==> src/rtl/pss_consts.svh <==
`ifndef PSS_CONSTS_SVH
`define PSS_CONSTS_SVH

`define PSS_CLK_NS 4
`define PSS_MISS_NS 256
`define PSS_MISS_CYC (`PSS_MISS_NS / `PSS_CLK_NS)
`define PSS_SHIFT_NS 40
`define PSS_SHIFT_CYC (`PSS_SHIFT_NS / `PSS_CLK_NS)
`define PSS_STEP_HALF_CYC 4
`define PSS_STEP_HOLD 2

`define PSS_SEL_ALL 3'h0
`define PSS_SEL_M 3'h1
`define PSS_SEL_C4 3'h6
`define PSS_MASK_ALL 6'h3e
`define PSS_MASK_ONE 6'h01

`define PSS_ADR_CTRL 8'h00
`define PSS_ADR_STEP 8'h04
`define PSS_ADR_STATUS 8'h08
`define PSS_ADR_IRQ_STAT 8'h0c
`define PSS_ADR_IRQ_CLR 8'h10
`define PSS_ADR_IRQ_EN 8'h14

`define PSS_CTRL_AUTO 0
`define PSS_CTRL_SWAP 1
`define PSS_CTRL_AUTO_RST 1'h1
`define PSS_STEP_SEL_LSB 0
`define PSS_STEP_DIR 3
`define PSS_STEP_GO 4
`define PSS_IRQ_MISS_A 0
`define PSS_IRQ_MISS_B 1
`define PSS_IRQ_ACTIVE 2
`define PSS_IRQ_STEP 3

`endif

==> src/rtl/pss_pkg.sv <==
`include "pss_consts.svh"

package pss_pkg;

    typedef logic [5:0] pss_cnt_mask_t;

    typedef enum logic [1:0] {PS_IDLE, PS_ARMED, PS_SHIFT, PS_RELEASE} pss_step_st_t;

    typedef enum logic [2:0] {CS_IDLE, CS_SETUP, CS_ASSERT, CS_WAITHI} pss_drv_st_t;

    typedef struct packed {
        logic [1:0][7:0] idle_cnt;
        logic [1:0] miss;
        logic active;
        logic done;
        pss_step_st_t st;
        logic [3:0] wait_cnt;
        logic late;
        pss_cnt_mask_t pulse;
    } pss_dev_state_t;

    typedef struct packed {
        logic [2:0] div;
        logic step_clk;
        pss_drv_st_t st;
        logic [1:0] hold;
        logic step;
        logic dir;
        logic [2:0] sel;
        logic go;
        logic go_dir;
        logic [2:0] go_sel;
        logic auto_en;
        logic swap;
        logic [3:0] irq_stat;
        logic [3:0] irq_en;
        logic [2:0] prev;
        logic ack;
        logic [31:0] dat;
        logic irq;
    } pss_core_state_t;

    // Bit 0 is the feedback counter, bits 1..5 the output counters
    function automatic pss_cnt_mask_t pss_decode(input logic [2:0] sel);
        pss_cnt_mask_t m;
        m = '0;
        if (sel == `PSS_SEL_ALL) begin
            m = `PSS_MASK_ALL;
        end else if (sel <= `PSS_SEL_C4) begin
            m = pss_cnt_mask_t'(`PSS_MASK_ONE << (sel - `PSS_SEL_M));
        end
        return m;
    endfunction

endpackage

==> src/rtl/pss_link_if.sv <==
`timescale 1ns/1ps

interface pss_link_if;
    logic switch_req;
    logic auto_en;
    logic step_clk;
    logic phase_step;
    logic shift_direction;
    logic [2:0] target_counter_field;
    logic ref_a_missing_flag;
    logic ref_b_missing_flag;
    logic active_ref;
    logic phase_done;

    modport dev (
        input switch_req,
        input auto_en,
        input step_clk,
        input phase_step,
        input shift_direction,
        input target_counter_field,
        output ref_a_missing_flag,
        output ref_b_missing_flag,
        output active_ref,
        output phase_done
    );

    modport core (
        output switch_req,
        output auto_en,
        output step_clk,
        output phase_step,
        output shift_direction,
        output target_counter_field,
        input ref_a_missing_flag,
        input ref_b_missing_flag,
        input active_ref,
        input phase_done
    );
endinterface

==> src/rtl/pss_core_ctrl.sv <==
`timescale 1ns/1ps
`include "pss_consts.svh"

module pss_core_ctrl (
    input wire logic core_clk,
    input wire logic rst,
    pss_link_if.core link,
    input wire logic wb_cyc_i,
    input wire logic wb_stb_i,
    input wire logic wb_we_i,
    input wire logic [7:0] wb_adr_i,
    input wire logic [3:0] wb_sel_i,
    input wire logic [31:0] wb_dat_i,
    output logic [31:0] wb_dat_o,
    output logic wb_ack_o,
    output logic irq
);
    import pss_pkg::*;

    localparam logic [2:0] DIV_LAST = 3'(`PSS_STEP_HALF_CYC - 1);
    localparam logic [1:0] HOLD_MIN = 2'(`PSS_STEP_HOLD);

    pss_core_state_t q;
    pss_core_state_t d;
    logic access;
    logic wr;
    logic fall;
    logic [2:0] now;
    logic [3:0] set;

    always_comb begin
        d = q;
        access = wb_cyc_i && wb_stb_i && !q.ack;
        wr = access && wb_we_i && wb_sel_i[0];
        now = {link.active_ref, link.ref_b_missing_flag, link.ref_a_missing_flag};
        set = '0;
        d.swap = 1'b0;

        // Free-running step clock, 8 core cycles per period [RULE_07]
        fall = (q.div == DIV_LAST) && q.step_clk;
        if (q.div == DIV_LAST) begin
            d.div = '0;
            d.step_clk = ~q.step_clk;
        end else begin
            d.div = q.div + 3'h1;
        end

        // Controls change on the falling step edge, stable at the rising [RULE_14]
        case (q.st)
            CS_IDLE: begin
                if (q.go && fall) begin
                    d.go = 1'b0;
                    d.dir = q.go_dir; // [RULE_10]
                    d.sel = q.go_sel; // [RULE_10]
                    d.st = CS_SETUP;
                end
            end
            CS_SETUP: begin
                if (fall) begin
                    d.step = 1'b1;
                    d.hold = '0;
                    d.st = CS_ASSERT;
                end
            end
            CS_ASSERT: begin
                if (fall) begin
                    if (q.hold != HOLD_MIN) begin
                        d.hold = q.hold + 2'h1;
                    end
                    if (q.hold == HOLD_MIN && !link.phase_done) begin
                        d.step = 1'b0; // [RULE_11] [RULE_12]
                        d.st = CS_WAITHI;
                    end
                end
            end
            CS_WAITHI: begin
                if (link.phase_done) begin
                    set[`PSS_IRQ_STEP] = 1'b1; // [RULE_13]
                    d.st = CS_IDLE;
                end
            end
            default: begin
                d.st = CS_IDLE;
            end
        endcase

        set[`PSS_IRQ_MISS_A] = now[0] & ~q.prev[0];
        set[`PSS_IRQ_MISS_B] = now[1] & ~q.prev[1];
        set[`PSS_IRQ_ACTIVE] = now[2] ^ q.prev[2];
        d.prev = now;

        d.ack = access;
        d.dat = '0;
        if (access && !wb_we_i) begin
            case (wb_adr_i)
                `PSS_ADR_CTRL: d.dat = {31'h0, q.auto_en};
                `PSS_ADR_STEP: d.dat = {27'h0, q.go, q.go_dir, q.go_sel};
                `PSS_ADR_STATUS: d.dat = {27'h0, link.phase_done,
                                          q.go || q.st != CS_IDLE, now};
                `PSS_ADR_IRQ_STAT: d.dat = {28'h0, q.irq_stat};
                `PSS_ADR_IRQ_EN: d.dat = {28'h0, q.irq_en};
                default: d.dat = '0;
            endcase
        end

        d.irq_stat = q.irq_stat | set;
        if (wr) begin
            case (wb_adr_i)
                `PSS_ADR_CTRL: begin
                    d.auto_en = wb_dat_i[`PSS_CTRL_AUTO];
                    // Needed when the inputs run at widely differing rates [RULE_06]
                    d.swap = wb_dat_i[`PSS_CTRL_SWAP];
                end
                `PSS_ADR_STEP: begin
                    // A new step is refused while one is pending or running
                    if (wb_dat_i[`PSS_STEP_GO] && !q.go && q.st == CS_IDLE) begin
                        d.go = 1'b1;
                        d.go_dir = wb_dat_i[`PSS_STEP_DIR];
                        d.go_sel = wb_dat_i[`PSS_STEP_SEL_LSB +: 3];
                    end
                end
                // Set wins over clear
                `PSS_ADR_IRQ_CLR: d.irq_stat = (q.irq_stat & ~wb_dat_i[3:0]) | set;
                `PSS_ADR_IRQ_EN: d.irq_en = wb_dat_i[3:0];
                default: d.irq_en = q.irq_en;
            endcase
        end
        d.irq = |(d.irq_stat & d.irq_en);
    end

    always_ff @(posedge core_clk or posedge rst) begin
        if (rst) begin
            q <= '0;
            q.auto_en <= `PSS_CTRL_AUTO_RST;
            q.st <= CS_IDLE;
        end else begin
            q <= d;
        end
    end

    assign link.switch_req = q.swap; // [RULE_06]
    assign link.auto_en = q.auto_en;
    assign link.step_clk = q.step_clk; // [RULE_07]
    assign link.phase_step = q.step;
    assign link.shift_direction = q.dir; // [RULE_14]
    assign link.target_counter_field = q.sel; // [RULE_14]
    assign wb_dat_o = q.dat;
    assign wb_ack_o = q.ack;
    assign irq = q.irq;
endmodule

==> src/flat_wrapper.sv <==
// flat-port wrapper written by rule: the top's interface ports become plain ports
module pss_core_ctrl_flat import pss_pkg::*;
  (core_clk, rst, wb_cyc_i, wb_stb_i, wb_we_i, wb_adr_i, wb_sel_i, wb_dat_i, wb_dat_o, wb_ack_o, irq, link_switch_req, link_auto_en, link_step_clk, link_phase_step, link_shift_direction, link_target_counter_field, link_ref_a_missing_flag, link_ref_b_missing_flag, link_active_ref, link_phase_done);
  pss_link_if link_i ();
  input wire logic core_clk;
  input wire logic rst;
  input wire logic wb_cyc_i;
  input wire logic wb_stb_i;
  input wire logic wb_we_i;
  input wire logic [7:0] wb_adr_i;
  input wire logic [3:0] wb_sel_i;
  input wire logic [31:0] wb_dat_i;
  output logic [31:0] wb_dat_o;
  output logic wb_ack_o;
  output logic irq;
  output wire logic [$bits(link_i.switch_req)-1:0] link_switch_req;
  output wire logic [$bits(link_i.auto_en)-1:0] link_auto_en;
  output wire logic [$bits(link_i.step_clk)-1:0] link_step_clk;
  output wire logic [$bits(link_i.phase_step)-1:0] link_phase_step;
  output wire logic [$bits(link_i.shift_direction)-1:0] link_shift_direction;
  output wire logic [$bits(link_i.target_counter_field)-1:0] link_target_counter_field;
  input wire logic [$bits(link_i.ref_a_missing_flag)-1:0] link_ref_a_missing_flag;
  input wire logic [$bits(link_i.ref_b_missing_flag)-1:0] link_ref_b_missing_flag;
  input wire logic [$bits(link_i.active_ref)-1:0] link_active_ref;
  input wire logic [$bits(link_i.phase_done)-1:0] link_phase_done;
  assign link_switch_req = link_i.switch_req;
  assign link_auto_en = link_i.auto_en;
  assign link_step_clk = link_i.step_clk;
  assign link_phase_step = link_i.phase_step;
  assign link_shift_direction = link_i.shift_direction;
  assign link_target_counter_field = link_i.target_counter_field;
  assign link_i.ref_a_missing_flag = link_ref_a_missing_flag;
  assign link_i.ref_b_missing_flag = link_ref_b_missing_flag;
  assign link_i.active_ref = link_active_ref;
  assign link_i.phase_done = link_phase_done;
  pss_core_ctrl u_core (.core_clk(core_clk), .rst(rst), .link(link_i), .wb_cyc_i(wb_cyc_i), .wb_stb_i(wb_stb_i), .wb_we_i(wb_we_i), .wb_adr_i(wb_adr_i), .wb_sel_i(wb_sel_i), .wb_dat_i(wb_dat_i), .wb_dat_o(wb_dat_o), .wb_ack_o(wb_ack_o), .irq(irq));
endmodule
==> config.mk <==
export PLATFORM = sky130hd
export DESIGN_NAME = pss_core_ctrl_flat
export DESIGN_NICKNAME = d
export VERILOG_FILES = /design/src/rtl/pss_pkg.sv /design/src/rtl/pss_link_if.sv /design/src/rtl/pss_core_ctrl.sv /design/src/flat_wrapper.sv
export VERILOG_INCLUDE_DIRS = /design/src /design/src/rtl
export SDC_FILE = /design/constraint.sdc
export NUM_CORES = 1
export LEC_CHECK = 0
export ABC_AREA = 1
export BUFFER_PORTS_ARGS = -buffer_cell sky130_fd_sc_hd__buf_4
export CAP_MARGIN = 30
export CORE_ASPECT_RATIO = 1.75
export CORE_MARGIN = 2
export CORE_UTILIZATION = 25
export DETAILED_ROUTE_END_ITERATION = 8
export PLACE_DENSITY = 0.53
export SLEW_MARGIN = 20
export SYNTH_ARGS = -nofsm -noshare
export SYNTH_HDL_FRONTEND = slang
export SYNTH_SLANG_ARGS = --single-unit
export TNS_END_PERCENT = 30
==> constraint.sdc <==
create_clock -name core_clk -period 1.9 [get_ports core_clk]
set_input_delay 0.19 -clock core_clk [delete_from_list [all_inputs] [get_ports core_clk]]
set_output_delay 0.19 -clock core_clk [all_outputs]
set_load 0.05 [all_outputs]
# Yosys cells after proc, flatten, opt, wreduce, memory -nomap -nowiden
# Cells that the tools add are included.
# op_classes
add_sub_neg	2
n_eq_ne	17
n_mux	22
n_reduce_logical	26
bitwise	11
# op_table
op	n
2-to-1 mux 32 bit	1
case mux 5 bit (5 select lines)	1
== test 8 x 4 -> 1 bit, second input constant	2
== test 8 x 5 -> 1 bit, second input constant	2
2-to-1 mux 15 bit	1
2-to-1 mux 3 bit	4
2-to-1 mux 6 bit	2
case mux 3 bit (4 select lines)	1
logical AND 1 bit	10
2-to-1 mux 5 bit	2
!= test 2 x 1 -> 1 bit, second input constant	5
== test 3 x 2 -> 1 bit, second input constant	3
AND 4 bit	2
== test 8 x 3 -> 1 bit, second input constant	1
logical NOT 8 bit	1
2-to-1 mux 4 bit	2
OR 4 bit	2
AND reduction 4 bit	2
case mux 3 bit (2 select lines)	1
2-to-1 mux 1 bit	5
AND reduction 5 bit	1
logical NOT 1 bit	4
2-to-1 mux 2 bit	2
!= test 2 bit, second input constant	2
other kinds (15)	19
# totals
wordCells	96
register_bits	66
output_inout_bits	42
input_bits	53

# Longest topological paths before layout
# logic_depth
word_depth	10
depth_mapped	11
mapped_depth_nobuf	11

# Worst setup path before layout
# OpenSTA, ideal clock, no wires.
# synth_timing
kind	flip-flop to flip-flop
start	reg u_core.q (netlist bit u_core.wb_ack_o)
end	reg u_core.q (netlist bit u_core.irq)
stages_incl_launch_ff	11
period_less_slack_ns	1.444
path_buffers	0
setup_time_ns	0.116
t_arrival_ns	1.328
path_slack_ns	0.456
required_ns	1.784
cell_sequence	dfrtp_1 > inv_1 > nand3_1 > nor2_2 > nand3_2 > nand2_1 > nand2_2 > nand2_1 > nand2_1 > inv_1 > nand2_1
# synth_lines
item	line_no	source
start: declaration	pss_core_ctrl.sv:23	pss_core_state_t q;

# Final worst setup path
# layout_timing
start	reg u_core.q[59] in the netlist's numbering
end	reg u_core.q[50] in the netlist's numbering
# layout_between
elab_chain_len	3
# layout_lines
item	line_no	source
logical NOT 3 bit	pss_core_ctrl.sv:116	if (wb_dat_i[`PSS_STEP_GO] && !q.go && q.st == CS_IDLE) begin
logical AND 1 bit	pss_core_ctrl.sv:116	
AND reduction 3 bit (no line)	-	
# No other way between the ends.
# A chain may end at the register's enable or synchronous reset.

==> summary.txt <==
Power and ir drop
  – Peak supply drop: 0.314 mV
  – Leakage power: between 1 and 1.5 nW
  – Pwr Density: ~900 nW/µm²

Setup path
  – WP depth: 7
  – R2r endpoint: u_core.q[50]
  – CP startpoint kind: flip-flop
  – Critical-path top delay cell: dfrtp_1
  – Kind of cell adding the most delay to the critical path: simple AND/OR/NAND/NOR gates
  – Setup CP Type: reg2reg
  – Critical Path Source: u_core.q[59]
  – Worst setup path endpoint: u_core.q[50]
  – CP most frequent cell: inv_1
  – Crit path required time: around 2.1 ns
  – FF-to-FF Start: u_core.q[59]
  – Worst path max stage delay: 0.42 ns
  – WP data arrival: around 1.8 ns
  – Flop-to-flop setup slack: 0.28 ns
  – FF-to-FF path depth: 7
  – Maximum net fanout on the critical path: 9
  – Sequence of cells on the critical path: inv_1 -> ha_1 -> inv_1 -> nor2_1 -> nand4_2 -> nand2_1 -> o21ai_1
  – CP Capture Type: flip-flop
  – WP buf/inv: 2

Detailed routing
  – Vias per inst: 3.95
  – TritonRoute pass-1 iters: 4
  – Drt wl/cell: 10.8 µm
  – Vias: around 1.7k
  – Number of DRC markers in iteration 0: about 100
  – Routed Antenna Nets: 0
  – DRC Markers: 0
  – Final WL: 4550 µm

Clock network
  – Clock slew at reported path FFs: approximately 0.060 ns
  – Post-CTS setup buffers: 0
  – Post-CTS Resized: 0
  – Hold_buf cts: 0
  – CTS tree: done
  – Htree depth: 2
  – CTS Sinks: 38
  – CTS max path bufs: 2
  – CTS buffer count: 5
  – Worst skew pair latency: around 0.28 ns
  – Clock root cell: clkbuf_16

Place
  – Placed Cells: between 400 and 500
  – DP HPWL: roughly 3700 µm
  – PortBufs: 37
  – GPL Wtd Cong: roughly 0.84

Die
  – Rows: 45
  – Core box area: between 8000 and 9000 µm²
  – Initial Util: approximately a quarter
  – Die area: between 9000 and 10000 µm²
  – I/O pin count: 95
  – Die width: roughly 75 µm
  – Die H: roughly 130 µm

STA
  – Min Tclk post-route: around 1.6 ns
  – Tcrit/Tclk final: 85.4%
  – Slew Limit Fails: 0
  – Max Clock Skew: between 0.005 and 0.006 ns
  – Final hold violation count: 0
  – RSZ-0062 raised after global routing: no
  – Post-route setup TNS: 0 ns
  – FMAX: 0.616 GHz
  – Setup violators final: 0

Global routing
  – Initial antenna violation count: 0
  – First-pass GRT wire length: between 7000 and 8000 µm
  – Vias in the first global route: 1712
  – GRT Overall Usage: 10.7%
  – Remaining global-route overflow: 0
  – Largest net degree at the start of global routing: 39

Layout
  – P&R area growth vs syn: 18.8%
  – # diodes: 0
  – Share of cells above drive strength 1: between 20% and 30%
  – Multi-input logic area: 985 µm²
  – Register area: 952 µm²
  – FILL cells: around 940
  – Finished Layout Cells: between 400 and 500
  – Final #Nets: between 300 and 400

Yosys
  – Yosys warnings: 0
  – Synth Register Bits: 38
  – Syn Inst Count: 268
  – Yosys cell types: 31
  – Syn Area/Cell: between 8 and 9 µm²
  – Sequential fraction of the synthesis area: between 40% and 50%
  – Mapped Area: 2220 µm²

Job
  – Count of max-cap constraint violations: 0

Worst hold path
  – Worst hold-check path type: in2async

Run status
  – Status: finished, final reports clean
flip-flops by register name, indices dropped and copies added, names as in the netlist:
signal,flops
u_core.link.auto_en,1
u_core.link.target_counter_field,3
u_core.q,23
u_core.link.step_clk,1
u_core.irq,1
u_core.wb_dat_o,5
u_core.wb_ack_o,1
u_core.link.shift_direction,1
u_core.link.phase_step,1
u_core.link.switch_req,1
where the power goes:
| group | leakage, nW | internal, W | switching, W |
|---|---|---|---|
| Sequential | 0.487 | 0.000878 | 0.0000457 |
| Clock | 0.0729 | 0.000519 | 0.000317 |
| Combinational | 0.791 | 0.000185 | 0.000434 |
| Total | 1.35 | 0.00158 | 0.000797 |
cells by family after synthesis:
group                    count (synthesis)  share of synthesized area (%)
buffers and inverters                   67                           17.2
AND/OR/NAND/NOR                        130                           29.3
XOR/XNOR                                 1                          0.394
multiplexers                             2                           1.01
AO/OA/AOI/OAI                           23                           5.69
other                                    1                          0.169
flip-flops                              38                           42.8
adder cells (fa/ha/maj)                  6                           3.38
synth_stat cells:
master	instances	share of area [%]
nand2_8	1	0.90
nor2_2	5	1.4
nand2_2	7	2.0
nand3_2	3	1.4
nor4_1	1	0.28
o31ai_1	1	0.34
nand4_2	1	0.56
conb_1	1	0.17
inv_2	6	1.0
dfrtp_1	37	42
xnor2_1	1	0.39
nor3_2	1	0.45
o21ai_1	7	1.6
nand4_1	1	0.28
mux2_1	2	1.0
nor2_8	1	0.90
nor2_1	24	4.1
buf_4	35	12
inv_1	26	4.4
dfstp_2	1	1.2
o22ai_1	1	0.28
nand2_4	2	1.0
a21oi_1	5	1.1
o211a_1	1	0.45
nand3_1	11	2.5
o211ai_1	1	0.34
or2_2	1	0.28
ha_1	6	3.4
o21ai_0	7	1.6
nor2_4	4	2.0
nand2_1	67	11
placed cells by master (no fill, tap or decap), types with 2 or more instances in the layout:
master and instances:
nand2_1 67, buf_4 38, dfrtp_1 37, conb_1 27, inv_1 26, nor2_1 24, nand3_1 11, nand2_2 7
o21ai_0 7, o21ai_1 7, inv_2 6, ha_1 6, nor2_2 5, a21oi_1 5, clkbuf_16 5, nor2_4 4
nand3_2 3, mux2_1 2, nand2_4 2
how the worst min path moves through the flow:
stage | end | start
floorplan | u_core.q[34] | link_ref_a_missing_flag
global placement | u_core.q[35] | link_ref_b_missing_flag
detailed placement | u_core.q[35] | link_ref_b_missing_flag
CTS | u_core.q[35] | link_ref_b_missing_flag
global route | u_core.q[35] | link_ref_b_missing_flag
finish | u_core.irq | rst
per-layer routing:
layer | vias up | GRT usage [%] | share of wire (%)
met4 | 0 | 7.84 | 5.9
met5 | - | 0 | 0
met1 | 746 | 10.2 | 35
met3 | 20 | 2.35 | 5.2
met2 | 60 | 19.0 | 54
li1 | 840 | - | -
tightest hold or removal path: stages:
cell and delay, ns:
buf_4 0.11, inv_1 0.04, buf_4 0.40
stage by stage:
stage / util [%] / hold slack, ns / area, µm² / setup WS, ns / power [W]
3_5_place_dp: 28.7 / 0.312 / 2490 / 0.300 / 0.00157
5_1_grt: 30.4 / 0.0142 / 2640 / 0.118 / 0.00254
4_1_cts: 30.4 / 0.0178 / 2640 / 0.283 / 0.00242
2_1_floorplan: - / 0.221 / 2320 / 0.456 / 0.00144
3_3_place_gp: 28.7 / 0.311 / 2490 / 0.340 / 0.00155
6_report: 30.4 / 0.0170 / 2640 / 0.277 / 0.00238
final cells by class:
type                    count  share of cell area (%)
flip-flops and latches     38                    36.1
inverters                  32                    4.55
clock buffers               6                    5.26
clock inverters             2                   0.474
multi-input cells         189                    37.3
well taps                 117                    5.55
repair buffers             38                    10.8
Note: power is estimated with default switching activity, not from simulation.
